### config.mk
export PLATFORM = sky130hd
export DESIGN_NAME = rglc_regs
export DESIGN_NICKNAME = d
export VERILOG_FILES = /design/src/logic/rglc_pkg.sv /design/src/logic/rglc_regs.sv /design/src/logic/rglc_ramp.sv
export SDC_FILE = /design/constraint.sdc
export NUM_CORES = 1
export LEC_CHECK = 0
export BUFFER_PORTS_ARGS = -buffer_cell sky130_fd_sc_hd__buf_2
export CAP_MARGIN = 20
export CORE_MARGIN = 2
export CORE_UTILIZATION = 30
export DETAILED_ROUTE_END_ITERATION = 10
export PLACE_DENSITY = 0.46
export SYNTH_ARGS = -nofsm -noshare
export SYNTH_HDL_FRONTEND = slang
export SYNTH_SLANG_ARGS = --single-unit
### constraint.sdc
create_clock -name aclk -period 4.4 [get_ports aclk]
set_clock_uncertainty 0.2 [all_clocks]
set_input_delay 0.44 -clock aclk [delete_from_list [all_inputs] [get_ports aclk]]
set_output_delay 0.44 -clock aclk [all_outputs]
set_load 0.03 [all_outputs]
### src/logic/rglc_pkg.sv
// Shared constants for the record gain and level control register bank
package rglc_pkg;
    // Register indices; byte address is four times the index
    localparam logic [15:0] RGLC_IDX_RMIX    = 16'h400D;
    localparam logic [15:0] RGLC_IDX_LVOL    = 16'h400E;
    localparam logic [15:0] RGLC_IDX_RVOL    = 16'h400F;
    localparam logic [15:0] RGLC_IDX_BIAS    = 16'h4010;
    localparam logic [15:0] RGLC_IDX_LVLA    = 16'h4011;
    localparam logic [15:0] RGLC_IDX_LVLB    = 16'h4012;
    localparam int          RGLC_ADDR_W      = 18;
    // Field positions
    localparam int RGLC_BOOST_LSB  = 3;
    localparam int RGLC_AUX_LSB    = 0;
    localparam int RGLC_VOL_LSB    = 2;
    localparam int RGLC_UNMUTE_BIT = 1;
    localparam int RGLC_DIFF_BIT   = 0;
    localparam int RGLC_PERF_BIT   = 3;
    localparam int RGLC_VSEL_BIT   = 2;
    localparam int RGLC_BEN_BIT    = 0;
    localparam int RGLC_SLEW_LSB   = 6;
    localparam int RGLC_MAX_LSB    = 3;
    localparam int RGLC_SEL_LSB    = 0;
    localparam int RGLC_HOLD_LSB   = 4;
    localparam int RGLC_TARG_LSB   = 0;
    // Reset values (all fields come up at code zero)
    localparam logic [7:0] RGLC_RST_REG  = 8'h00;
    localparam logic [1:0] RGLC_BOOST_RSV = 2'h3;
    // Level control channel selection codes
    localparam logic [2:0] RGLC_SEL_OFF    = 3'h0;
    localparam logic [2:0] RGLC_SEL_RIGHT  = 3'h1;
    localparam logic [2:0] RGLC_SEL_LEFT   = 3'h2;
    localparam logic [2:0] RGLC_SEL_STEREO = 3'h3;
    localparam logic [2:0] RGLC_SEL_PROC   = 3'h4;
    // Slew code meaning no ramp
    localparam logic [1:0] RGLC_SLEW_NONE  = 2'h3;
    // Volume code scale: one code per 0.75 dB, 6 dB is eight codes
    localparam int         RGLC_MAX_STEP   = 8;
    localparam int         RGLC_VOL_CODES  = 64;
    // Timing at the 40 MHz system clock
    localparam int  RGLC_CLK_KHZ       = 40000;
    localparam real RGLC_SLEW_BASE_MS  = 24.0;
    localparam real RGLC_HOLD_BASE_MS  = 2.67;
    localparam int  RGLC_SLEW_STEP_CYC =
        int'(RGLC_SLEW_BASE_MS * RGLC_CLK_KHZ / RGLC_VOL_CODES);
    localparam int  RGLC_HOLD_BASE_CYC = int'(RGLC_HOLD_BASE_MS * RGLC_CLK_KHZ);
    // AXI responses
    localparam logic [1:0] RGLC_RESP_OKAY   = 2'h0;
    localparam logic [1:0] RGLC_RESP_DECERR = 2'h3;
endpackage

### src/logic/rglc_regs.sv
// Record gain, mic bias and level control register bank with AXI4-Lite slave
//
// Overview of operation
// - Right diff boost: mute, unity, +20 dB
// - Right aux gain: mute, -12..+6 dB
// - Diff volume code: -12 dB, 0.75 dB/code
// - Diff enable picks pair or single-ended bypass
// - Bias bit 3 selects high-performance current
// - Bias bit 2 selects 0.90 or 0.65 supply
// - Bias bit 0 turns bias output on
// - Level control off: volume ramps over slew time
// - Max-gain field caps level control gain
// - Channel select: off, right, left, stereo, processor
// - Single channel senses one; stereo tracks louder
// - Processor mode takes gain from external source
// - Hold time before raising gain, doubling per code
// - Target field sets level, -28.5 dB, 1.5 dB/code
//
// Design decision made here: the AXI4-Lite interface to the registers.
`timescale 1ns/100ps
module rglc_regs
    import rglc_pkg::*;
#(
    parameter int SLEW_STEP_CYC = RGLC_SLEW_STEP_CYC,
    parameter int HOLD_BASE_CYC = RGLC_HOLD_BASE_CYC
) (
    // Clock and reset
    input  wire logic                   aclk,
    input  wire logic                   aresetn,
    // AXI4-Lite write address and data
    input  wire logic [RGLC_ADDR_W-1:0] s_axi_awaddr,
    input  wire logic                   s_axi_awvalid,
    output logic                        s_axi_awready,
    input  wire logic [31:0]            s_axi_wdata,
    input  wire logic [3:0]             s_axi_wstrb,
    input  wire logic                   s_axi_wvalid,
    output logic                        s_axi_wready,
    // AXI4-Lite write response
    output logic [1:0]                  s_axi_bresp,
    output logic                        s_axi_bvalid,
    input  wire logic                   s_axi_bready,
    // AXI4-Lite read
    input  wire logic [RGLC_ADDR_W-1:0] s_axi_araddr,
    input  wire logic                   s_axi_arvalid,
    output logic                        s_axi_arready,
    output logic [31:0]                 s_axi_rdata,
    output logic [1:0]                  s_axi_rresp,
    output logic                        s_axi_rvalid,
    input  wire logic                   s_axi_rready,
    // Level control engine side
    input  wire logic [5:0]             left_level,
    input  wire logic [5:0]             right_level,
    input  wire logic [5:0]             level_gain_req,
    input  wire logic [5:0]             proc_gain_left,
    input  wire logic [5:0]             proc_gain_right,
    input  wire logic                   level_fall,
    // Analog controls
    output logic [1:0]                  right_diff_boost,
    output logic [2:0]                  right_aux_gain,
    output logic [5:0]                  left_gain_applied,
    output logic [5:0]                  right_gain_applied,
    output logic                        left_diff_unmute,
    output logic                        right_diff_unmute,
    output logic                        left_diff_enable,
    output logic                        right_diff_enable,
    output logic                        bias_high_perf,
    output logic                        bias_voltage_select,
    output logic                        bias_output_enable,
    // Level control parameters and status
    output logic [2:0]                  level_channel_select,
    output logic [3:0]                  level_target,
    output logic [5:0]                  sense_level,
    output logic                        gain_raise_ok
);
    ////////////////////////////////////////////////////////////////////////
    // Register storage
    logic [7:0]  rmix_r;
    logic [7:0]  vol_r [2];
    logic [7:0]  bias_r;
    logic [7:0]  lvla_r;
    logic [7:0]  lvlb_r;

    // Address match on the word index
    function automatic logic idx_hit(input logic [RGLC_ADDR_W-1:0] a,
                                     input logic [15:0] idx);
        idx_hit = (a[RGLC_ADDR_W-1:2] == idx);
    endfunction

    // Clamp a gain code to the programmed ceiling
    function automatic logic [5:0] cap_gain(input logic [5:0] g,
                                            input logic [2:0] mx);
        logic [5:0] lim;
        lim = 6'(mx * RGLC_MAX_STEP);
        cap_gain = (g > lim) ? lim : g;
    endfunction

    ////////////////////////////////////////////////////////////////////////
    // Write channel: address and data taken in either order
    logic                   aw_held_r;
    logic                   w_held_r;
    logic [RGLC_ADDR_W-1:0] awaddr_r;
    logic [7:0]             wbyte_r;
    logic                   wlane_r;
    logic                   wr_go;
    logic                   wr_hit;

    assign wr_go  = aw_held_r && w_held_r && !s_axi_bvalid;
    assign wr_hit = idx_hit(awaddr_r, RGLC_IDX_RMIX) || idx_hit(awaddr_r, RGLC_IDX_LVOL)
                 || idx_hit(awaddr_r, RGLC_IDX_RVOL) || idx_hit(awaddr_r, RGLC_IDX_BIAS)
                 || idx_hit(awaddr_r, RGLC_IDX_LVLA) || idx_hit(awaddr_r, RGLC_IDX_LVLB);

    // Address capture
    always_ff @(posedge aclk) begin
        if (!aresetn) begin
            aw_held_r     <= 1'b0;
            awaddr_r      <= '0;
            s_axi_awready <= 1'b0;
        end else begin
            s_axi_awready <= !aw_held_r && !(s_axi_awvalid && s_axi_awready) && !wr_go;
            if (s_axi_awvalid && s_axi_awready) begin
                aw_held_r <= 1'b1;
                awaddr_r  <= s_axi_awaddr;
            end else if (wr_go) begin
                aw_held_r <= 1'b0;
            end
        end
    end

    // Data capture; only byte lane 0 holds register bits
    always_ff @(posedge aclk) begin
        if (!aresetn) begin
            w_held_r     <= 1'b0;
            wbyte_r      <= '0;
            wlane_r      <= 1'b0;
            s_axi_wready <= 1'b0;
        end else begin
            s_axi_wready <= !w_held_r && !(s_axi_wvalid && s_axi_wready) && !wr_go;
            if (s_axi_wvalid && s_axi_wready) begin
                w_held_r <= 1'b1;
                wbyte_r  <= s_axi_wdata[7:0];
                wlane_r  <= s_axi_wstrb[0];
            end else if (wr_go) begin
                w_held_r <= 1'b0;
            end
        end
    end

    // Write response after both halves have arrived
    always_ff @(posedge aclk) begin
        if (!aresetn) begin
            s_axi_bvalid <= 1'b0;
            s_axi_bresp  <= RGLC_RESP_OKAY;
        end else if (wr_go) begin
            s_axi_bvalid <= 1'b1;
            s_axi_bresp  <= wr_hit ? RGLC_RESP_OKAY : RGLC_RESP_DECERR;
        end else if (s_axi_bready) begin
            s_axi_bvalid <= 1'b0;
        end
    end

    ////////////////////////////////////////////////////////////////////////
    // Register updates; reserved bits dropped, reserved codes keep old value
    logic wr_en;
    assign wr_en = wr_go && wlane_r;

    always_ff @(posedge aclk) begin
        if (!aresetn) begin
            rmix_r <= RGLC_RST_REG;
        end else if (wr_en && idx_hit(awaddr_r, RGLC_IDX_RMIX)) begin
            rmix_r[RGLC_AUX_LSB +: 3] <= wbyte_r[RGLC_AUX_LSB +: 3];
            if (wbyte_r[RGLC_BOOST_LSB +: 2] != RGLC_BOOST_RSV) begin
                rmix_r[RGLC_BOOST_LSB +: 2] <= wbyte_r[RGLC_BOOST_LSB +: 2];
            end
        end
    end

    // Volume, mute and pair enable per channel (0 left, 1 right)
    generate
        for (genvar c = 0; c < 2; c++) begin : g_vol
            always_ff @(posedge aclk) begin
                if (!aresetn) begin
                    vol_r[c] <= RGLC_RST_REG;
                end else if (wr_en && idx_hit(awaddr_r,
                             (c == 0) ? RGLC_IDX_LVOL : RGLC_IDX_RVOL)) begin
                    vol_r[c] <= wbyte_r;
                end
            end
        end
    endgenerate

    // Mic bias: bits 3, 2 and 0 only
    always_ff @(posedge aclk) begin
        if (!aresetn) begin
            bias_r <= RGLC_RST_REG;
        end else if (wr_en && idx_hit(awaddr_r, RGLC_IDX_BIAS)) begin
            bias_r <= '0;
            bias_r[RGLC_PERF_BIT] <= wbyte_r[RGLC_PERF_BIT];
            bias_r[RGLC_VSEL_BIT] <= wbyte_r[RGLC_VSEL_BIT];
            bias_r[RGLC_BEN_BIT]  <= wbyte_r[RGLC_BEN_BIT];
        end
    end

    // Level control config A; select codes above processor mode ignored
    always_ff @(posedge aclk) begin
        if (!aresetn) begin
            lvla_r <= RGLC_RST_REG;
        end else if (wr_en && idx_hit(awaddr_r, RGLC_IDX_LVLA)) begin
            lvla_r[7:RGLC_MAX_LSB] <= wbyte_r[7:RGLC_MAX_LSB];
            if (wbyte_r[RGLC_SEL_LSB +: 3] <= RGLC_SEL_PROC) begin
                lvla_r[RGLC_SEL_LSB +: 3] <= wbyte_r[RGLC_SEL_LSB +: 3];
            end
        end
    end

    // Level control config B: hold and target; the advised hold and
    // target ranges are not enforced, any code is accepted
    always_ff @(posedge aclk) begin
        if (!aresetn) begin
            lvlb_r <= RGLC_RST_REG;
        end else if (wr_en && idx_hit(awaddr_r, RGLC_IDX_LVLB)) begin
            lvlb_r <= wbyte_r;
        end
    end

    ////////////////////////////////////////////////////////////////////////
    // Read channel, one cycle from address to data
    logic [7:0] rd_byte;
    logic       rd_hit;

    always_comb begin
        rd_byte = '0;
        rd_hit  = 1'b1;
        if (idx_hit(s_axi_araddr, RGLC_IDX_RMIX)) begin
            rd_byte = rmix_r;
        end else if (idx_hit(s_axi_araddr, RGLC_IDX_LVOL)) begin
            rd_byte = vol_r[0];
        end else if (idx_hit(s_axi_araddr, RGLC_IDX_RVOL)) begin
            rd_byte = vol_r[1];
        end else if (idx_hit(s_axi_araddr, RGLC_IDX_BIAS)) begin
            rd_byte = bias_r;
        end else if (idx_hit(s_axi_araddr, RGLC_IDX_LVLA)) begin
            rd_byte = lvla_r;
        end else if (idx_hit(s_axi_araddr, RGLC_IDX_LVLB)) begin
            rd_byte = lvlb_r;
        end else begin
            rd_hit = 1'b0;
        end
    end

    // Read response; upper bits read zero
    always_ff @(posedge aclk) begin
        if (!aresetn) begin
            s_axi_arready <= 1'b0;
            s_axi_rvalid  <= 1'b0;
            s_axi_rdata   <= '0;
            s_axi_rresp   <= RGLC_RESP_OKAY;
        end else begin
            s_axi_arready <= !s_axi_rvalid && !(s_axi_arvalid && s_axi_arready);
            if (s_axi_arvalid && s_axi_arready) begin
                s_axi_rvalid <= 1'b1;
                s_axi_rdata  <= {24'h000000, rd_byte};
                s_axi_rresp  <= rd_hit ? RGLC_RESP_OKAY : RGLC_RESP_DECERR;
            end else if (s_axi_rready) begin
                s_axi_rvalid <= 1'b0;
            end
        end
    end

    ////////////////////////////////////////////////////////////////////////
    // Slew step divider; the step period doubles per slew code
    logic [1:0]  slew_code;
    logic [2:0]  sel;
    logic [31:0] slew_cnt_r;
    logic [31:0] slew_top;
    logic        step_en_r;

    assign slew_code = lvla_r[RGLC_SLEW_LSB +: 2];
    assign sel       = lvla_r[RGLC_SEL_LSB +: 3];
    assign slew_top  = (32'(SLEW_STEP_CYC) << slew_code) - 32'h00000001;

    always_ff @(posedge aclk) begin
        if (!aresetn) begin
            slew_cnt_r <= '0;
            step_en_r  <= 1'b0;
        end else if (slew_cnt_r >= slew_top) begin
            slew_cnt_r <= '0;
            step_en_r  <= 1'b1;
        end else begin
            slew_cnt_r <= slew_cnt_r + 32'h00000001;
            step_en_r  <= 1'b0;
        end
    end

    // Ramped manual volume per channel
    logic [5:0] ramp_lvl [2];

    generate
        for (genvar c = 0; c < 2; c++) begin : g_ramp
            rglc_ramp #(
                .WIDTH (6)
            ) u_ramp (
                .aclk    (aclk),
                .aresetn (aresetn),
                .step_en (step_en_r),
                .bypass  (slew_code == RGLC_SLEW_NONE),
                .target  (vol_r[c][RGLC_VOL_LSB +: 6]),
                .level_r (ramp_lvl[c])
            );
        end
    endgenerate

    ////////////////////////////////////////////////////////////////////////
    // Hold timer: after a level fall, block gain increases for the hold time
    logic [31:0] hold_cnt_r;

    always_ff @(posedge aclk) begin
        if (!aresetn) begin
            hold_cnt_r    <= '0;
            gain_raise_ok <= 1'b1;
        end else if (level_fall) begin
            hold_cnt_r    <= 32'(HOLD_BASE_CYC) << lvlb_r[RGLC_HOLD_LSB +: 4];
            gain_raise_ok <= 1'b0;
        end else if (hold_cnt_r > 32'h00000001) begin
            hold_cnt_r <= hold_cnt_r - 32'h00000001;
        end else begin
            hold_cnt_r    <= '0;
            gain_raise_ok <= 1'b1;
        end
    end

    // Loop gain: capped, and may only rise once the hold has run out
    logic [5:0] loop_gain_r;
    logic [5:0] loop_want;

    assign loop_want = cap_gain(level_gain_req, lvla_r[RGLC_MAX_LSB +: 3]);

    always_ff @(posedge aclk) begin
        if (!aresetn) begin
            loop_gain_r <= '0;
        end else if ((loop_want <= loop_gain_r) || gain_raise_ok) begin
            loop_gain_r <= loop_want;
        end
    end

    ////////////////////////////////////////////////////////////////////////
    // Gain source per channel and sensed level by channel selection
    always_ff @(posedge aclk) begin
        if (!aresetn) begin
            left_gain_applied  <= '0;
            right_gain_applied <= '0;
            sense_level        <= '0;
        end else begin
            left_gain_applied  <= ramp_lvl[0];
            right_gain_applied <= ramp_lvl[1];
            sense_level        <= '0;
            case (sel)
                RGLC_SEL_RIGHT: begin
                    right_gain_applied <= loop_gain_r;
                    sense_level        <= right_level;
                end
                RGLC_SEL_LEFT: begin
                    left_gain_applied <= loop_gain_r;
                    sense_level       <= left_level;
                end
                RGLC_SEL_STEREO: begin
                    left_gain_applied  <= loop_gain_r;
                    right_gain_applied <= loop_gain_r;
                    sense_level <= (left_level > right_level) ? left_level : right_level;
                end
                RGLC_SEL_PROC: begin
                    left_gain_applied  <= proc_gain_left;
                    right_gain_applied <= proc_gain_right;
                end
                default: begin
                    sense_level <= '0;
                end
            endcase
        end
    end

    ////////////////////////////////////////////////////////////////////////
    // Static control outputs, registered copies of the fields
    always_ff @(posedge aclk) begin
        if (!aresetn) begin
            right_diff_boost     <= '0;
            right_aux_gain       <= '0;
            left_diff_unmute     <= 1'b0;
            right_diff_unmute    <= 1'b0;
            left_diff_enable     <= 1'b0;
            right_diff_enable    <= 1'b0;
            bias_high_perf       <= 1'b0;
            bias_voltage_select  <= 1'b0;
            bias_output_enable   <= 1'b0;
            level_channel_select <= RGLC_SEL_OFF;
            level_target         <= '0;
        end else begin
            right_diff_boost     <= rmix_r[RGLC_BOOST_LSB +: 2];
            right_aux_gain       <= rmix_r[RGLC_AUX_LSB +: 3];
            left_diff_unmute     <= vol_r[0][RGLC_UNMUTE_BIT];
            right_diff_unmute    <= vol_r[1][RGLC_UNMUTE_BIT];
            left_diff_enable     <= vol_r[0][RGLC_DIFF_BIT];
            right_diff_enable    <= vol_r[1][RGLC_DIFF_BIT];
            bias_high_perf       <= bias_r[RGLC_PERF_BIT];
            bias_voltage_select  <= bias_r[RGLC_VSEL_BIT];
            bias_output_enable   <= bias_r[RGLC_BEN_BIT];
            level_channel_select <= sel;
            level_target         <= lvlb_r[RGLC_TARG_LSB +: 4];
        end
    end
endmodule

### src/logic/rglc_ramp.sv
// Volume ramp that walks the applied code one step per enable toward a target
`timescale 1ns/100ps
module rglc_ramp #(
    parameter int WIDTH = 6
) (
    // Clock and reset
    input  wire logic             aclk,
    input  wire logic             aresetn,
    // Control
    input  wire logic             step_en,
    input  wire logic             bypass,
    input  wire logic [WIDTH-1:0] target,
    // Result
    output logic      [WIDTH-1:0] level_r
);
    logic [WIDTH-1:0] level_nxt;

    // One code per step so the audible change spreads over the slew time
    always_comb begin
        level_nxt = level_r;
        if (bypass) begin
            level_nxt = target;
        end else if (step_en && (level_r < target)) begin
            level_nxt = level_r + WIDTH'(1);
        end else if (step_en && (level_r > target)) begin
            level_nxt = level_r - WIDTH'(1);
        end
    end

    // Applied level register
    always_ff @(posedge aclk) begin
        if (!aresetn) begin
            level_r <= '0;
        end else begin
            level_r <= level_nxt;
        end
    end
endmodule

Word-level counts from Yosys, hierarchy flattened
Memory sizes are Yosys's and may differ from the RTL's.
Cells that the tools add are included.
{ "classes": {"add_sub_neg": 7, "n_lt_le_gt_ge": 10, "eq_ne": 19, "shifts": 2, "n_mux": 46, "bitwise_logic": 3, "n_reduce_logical": 46} }
{ "ops": {"columns": ["op", "count"], "rows": [
  ["$eq A16 B15 Y1 const B", 12],
  ["$mux W32", 2],
  ["$mux W8", 8],
  ["$sub A32 B1 Y32 const B", 2],
  ["$mux W6", 8],
  ["$add A32 B1 Y32 const B", 1],
  ["$ge A32 B32 Y1", 1],
  ["$gt A32 B1 Y1 const B", 1],
  ["$shl A14 B2 Y32 const A", 1],
  ["$shl A17 B4 Y32 const A", 1],
  ["$gt A6 B6 Y1", 4],
  ["$pmux W6 S2", 2],
  ["$mux W1", 23],
  ["$logic_and A1 B1 Y1", 21],
  ["$pmux W6 S3", 1],
  ["$add A6 B1 Y6 const B", 2],
  ["$lt A6 B6 Y1", 2],
  ["$sub A6 B1 Y6 const B", 2],
  ["$logic_not A1 Y1", 8],
  ["$reduce_bool A2 Y1", 4],
  ["$eq A3 B2 Y1 const B", 2],
  ["$le A6 B6 Y1", 1],
  ["$logic_or A1 B1 Y1", 6],
  ["$reduce_bool A3 Y1", 2],
  ["other kinds (10)", 16]
]} }
{ "word_totals": {"regBits": 191, "ramBits": 16, "in_bits": 110, "output_inout_bits": 79, "word_cells": 174, "mem_count": 1} }
{ "mem_list": {"columns": ["name", "depth", "word_bits", "rd", "rd_clocked_by_memory_dff", "wr", "line_no", "text"], "rows": [
  ["vol_r", 2, 8, 2, 0, 2, "rglc_regs.sv:78", "logic [7:0] vol_r [2];"]
]} }

Longest topological paths before layout
{ "depth": {"ltp_word": 8, "depth_mapped": 13, "depth_no_buf": 13} }

Cells and area by module
A second synthesis with hierarchy kept.
{ "hier_totals": {"cells_unflattened": 1222, "hier_area_um2": 10764.1} }
{ "by_module_without_submodules": {"columns": ["module", "instances", "cells_per_inst", "area_per_inst_um2", "seq_area_each_um2"], "rows": [
  ["rglc_regs", 1, 1076, 9442.8, 3983.8],
  ["rglc_ramp", 2, 73, 660.6, 120.1]
]} }

Worst setup path before layout
No wires, ideal clock.
{ "synth_path": {"kind": "input -> register", "startpoint": "in level_gain_req[4]", "endpoint": "reg loop_gain_r[0]", "setup_ns": 0.065, "arrival_time_ns": 3.092, "path_slack_ns": 1.043, "cell_stages": 11, "cell_sequence": "ha_1 -> nor2b_1 -> o21a_1 -> o32a_1 -> mux2_2 -> ha_1 -> a21o_1 -> a21o_1 -> o221ai_1 -> mux2_2 -> nor2_1"} }
{ "synth_between": {"elab_chain_len": 4} }
{ "synth_rtl": {"columns": ["element", "line_no", "text"], "rows": [
  ["start, declared", "rglc_regs.sv:53", "input wire logic [5:0] level_gain_req,"],
  ["$gt A6 B6 Y1", "rglc_regs.sv:94", "cap_gain = (g > lim) ? lim : g;"],
  ["$mux W6 (*)", "rglc_regs.sv:94", null],
  ["named net loop_want[4]", "rglc_regs.sv:333", "logic [5:0] loop_want;"],
  ["$le A6 B6 Y1 (*)", "rglc_regs.sv:340", "end else if ((loop_want <= loop_gain_r) || gain_raise_ok) begin"],
  ["$logic_or A1 B1 Y1 (*)", "rglc_regs.sv:340", null],
  ["end signal, assigned", "rglc_regs.sv:341", "loop_gain_r <= loop_want;"],
  ["end, declared", "rglc_regs.sv:332", "logic [5:0] loop_gain_r;"]
]} }
Mark *: on every way through the listed nets, which the timed path passes. The rest lies on a longest branch.
A chain may end at the register's enable or synchronous reset.

Worst setup path after layout
{ "layout_path": {"startpoint": "reg lvla_r[4]", "endpoint": "reg loop_gain_r[1]"} }
{ "layout_between": {"elab_chain_len": 4} }
{ "layout_rtl": {"columns": ["element", "line_no", "text"], "rows": [
  ["start, declared", "rglc_regs.sv:80", "logic [7:0] lvla_r;"],
  ["start signal, assigned by index", "rglc_regs.sv:208", "lvla_r[7:RGLC_MAX_LSB] <= wbyte_r[7:RGLC_MAX_LSB];"],
  ["start signal, assigned by index", "rglc_regs.sv:210", "lvla_r[RGLC_SEL_LSB +: 3] <= wbyte_r[RGLC_SEL_LSB +: 3];"],
  ["$gt A6 B6 Y1", "rglc_regs.sv:94", null],
  ["$mux W6 (*)", "rglc_regs.sv:94", null],
  ["named net loop_want[4]", "rglc_regs.sv:333", null],
  ["$le A6 B6 Y1 (*)", "rglc_regs.sv:340", null],
  ["$logic_or A1 B1 Y1 (*)", "rglc_regs.sv:340", null]
]} }
Marked as above.

==> run summary <==
register area: 4220 sq um
Reg power frac: 43.0%
FF-to-FF Start: lvla_r[4]
vias in the first global route: 8782
setup TNS: 0 ns
max_cap viols: 0
PnR worst setup slack: 0.948 ns
total die area: 37200 sq um
largest area contributor in the netlist: dfxtp_1
Clock transition at path regs: 0.06 ns
Distinct cells, synth: 69
Yosys warning total: 0
Async SR Flop Fraction: 0%
H-tree depth: 1
power density cells: 351 nW/um^2
Post-CTS Setup Bufs: 0
post-route ant nets: 0
Vias/cell: 4.79
Filler cells: 3680
fin. max-slew vios: 0
CP Data Arrival Time: 3.64 ns
Final Hold Viols: 0
Sw Ratio: 25.1%
share of cells above drive strength 1: 14.9%
area occupied by multi-input gates: 6000 sq um
Crit Path Max Fanout: 5
CTS tree: built
critical path required time: 4.59 ns
share of the synthesized area in the top cell type: 34.9%
reg2reg end: loop_gain_r[1]
Syn Std Cell Area: 10700 sq um
Max VDD drop: 268 uV
clock power share: 47.0%
RSZ-0062 raised after global routing: no
Clock Tree Buf Depth: 3
Synth-to-Final Area Change: 21.7%
Final #Nets: 1591
DRC: 0
DR vias: 9023
Main synth FF type: dfxtp_1
post-detail-place hpwl: 21800 um
Setup Slack @ Placement: 0.865 ns
clock root buffer: clkbuf_16
Critical path origin: lvla_r[4]
R2R cell count: 13
Core Box Area: 35400 sq um
net switching power: 1.15 mW
sequential-to-total area share from yosys stat: 39.4%
Pleak: 5.39 nW
Post-synth EDFFs: 16
Reg2Reg Setup Slack: 0.95 ns
wire length per cell: 15.9 um
min-delay worst type: input port to flip-flop
Achievable Freq: 290 MHz
DR iter-0 viols: 477
# setup viols final: 0
Syn Inst Count: 1233
largest net degree at the start of global routing: 37
GP Congestion: 0.773
Starting Density: 30.3%
global-route wire length before repair: 47500 um
run status: finished, final reports clean
Comb pwr share: 10.0%
input/output buffers: 133
crit end category: flip-flop
Overflow after GRT: 0
total CTS buffers: 25
drt first pass iters: 5
Worst-Margin Slew: 1.06 ns
commonest cells after routing, fill and taps aside: dfxtp_1, nand2_1, buf_2, nor2_1, a21oi_1
die width: 193 um
Total GRT Usage: 16.1%
ant diodes: 0
initial antenna violation count: 0
Final min period: 3.45 ns
mean post-synth cell area: 8.69 sq um
commonest non-fill, non-tap cell in the layout: dfxtp_1
site row count: 69
clk_lat worst skew: 0.53 ns
relative slew slack: 29.4%
I/O pins: 189
top post-synthesis cells by area: dfxtp_1, ha_1, nand2_1, edfxtp_1, a21oi_1
total wire length: 30000 um
Die Ht: 193 um
Seq cells post-synth: 203
CP Launch Type: flip-flop
final worst-path cycle share: 78.5%
internal power: 3.43 mW
Clock Sinks: 203
critical path type: flip-flop to flip-flop
worst setup path endpoint: loop_gain_r[1]
-- state kept, by name, summed over array words and instances (netlist names), 2 cells and up --
register               cells
vol_r                     16
sense_level                6
right_diff_boost           2
wbyte_r                    8
awaddr_r                  16
s_axi_rdata                8
level_target               4
hold_cnt_r                32
left_gain_applied          6
level_channel_select       3
lvlb_r                     8
loop_gain_r                6
right_gain_applied         6
slew_cnt_r                32
rmix_r                     5
g_ramp.u_ramp.level_r     12
lvla_r                     8
right_aux_gain             3
bias_r                     3
-- worst min-delay path by stage --
| stage | start | cells past startpoint | slack (ns) | endpoint |
|---|---|---|---|---|
| floorplan | hold_cnt_r[0] | 1 | 0.22 | hold_cnt_r[0] |
| detailed placement | s_axi_rvalid | 1 | 0.24 | s_axi_arready |
| finish | proc_gain_left[5] | 3 | 0.04 | left_gain_applied[5] |
| global route | proc_gain_left[5] | 3 | 0.03 | left_gain_applied[5] |
| CTS | proc_gain_left[2] | 3 | 0.004 | left_gain_applied[2] |
| global placement | s_axi_rvalid | 1 | 0.24 | s_axi_arready |
-- synthesized netlist by cell type (7+ instances only) --
master and number:
a211oi_1 14, a21o_1 9, a21oi_1 95, a22oi_1 21
a31oi_1 9, and2_1 39, and3_1 12, and4_1 9
buf_4 26, clkbuf_1 44, dfxtp_1 187, edfxtp_1 16
ha_1 77, inv_1 55, mux2_2 8, mux2i_1 28
nand2_1 135, nand3_1 39, nand4_1 14, nor2_1 115
nor2b_1 16, nor3_1 22, nor4_1 11, o211ai_1 7
o21ai_0 36, o22ai_1 24, or3_1 8, xnor2_1 35
xor2_1 30
-- cell type report --
class | count | area share [%]
Multi-Input combinational cell | 932 | 46.1
Tap cell | 461 | 4.43
Clock buffer | 33 | 5.51
Clock inverter | 13 | 1.18
Inverter | 57 | 1.64
Sequential cell | 203 | 32.4
Timing Repair Buffer | 183 | 8.76
-- power groups by stage --
stage	clock network, mW	registers (mW)	logic (mW)
floorplan	0	2.01	0.321
global placement	0	2.01	0.434
detailed placement	0	2.01	0.435
CTS	2.23	1.97	0.461
global route	2.30	1.97	0.514
finish	2.15	1.97	0.457
-- repair_timing --
action	4_1_cts	5_1_grt
hold endpoints to repair	34	0
gates resized for setup	0	0
hold buffers	40	0
-- critical path, stage by stage (launching register included) --
cell and delay [ns]:
dfxtp_1 0.40, inv_1 0.06, ha_1 0.28, nor2b_1 0.13
o21a_1 0.14, o32a_1 0.26, mux2_2 0.38, ha_1 0.29
a21o_1 0.16, a21o_1 0.17, o221ai_1 0.38, buf_4 0.23
mux2i_1 0.18, nor2_1 0.05
-- routing by layer --
layer | global-route usage, % | wire (um) | vias up
li1 | - | - | 4626
met1 | 22.5 | 14700 | 4216
met2 | 26.2 | 13700 | 149
met3 | 2.19 | 1100 | 32
met4 | 3.73 | 512 | 0
met5 | 0 | 0 | -
-- per-stage QoR --
stage                     util (%)  area [sq um]  total power, mW  cells  hold slack, ns
after CTS                     36.8         13000             4.65   1882         0.00354
after global routing          36.8         13000             4.79   1882          0.0340
final                         36.8         13000             4.57   1882          0.0369
after global placement        33.2         11800             2.44   1796           0.238
after floorplan                  -         10900             2.33   1270           0.225
after detailed placement      33.2         11800             2.44   1796           0.241
-- cells by family after synthesis --
family	Yosys count	synth area share, %
flops	203	39.4
fa+ha+maj	79	9.37
mux	36	3.46
buf+inv	135	5.85
compound gates	261	15.3
xor+xnor	65	5.31
other cells	2	0.0701
simple gates	452	21.2
(Power assumes the default switching activity.)
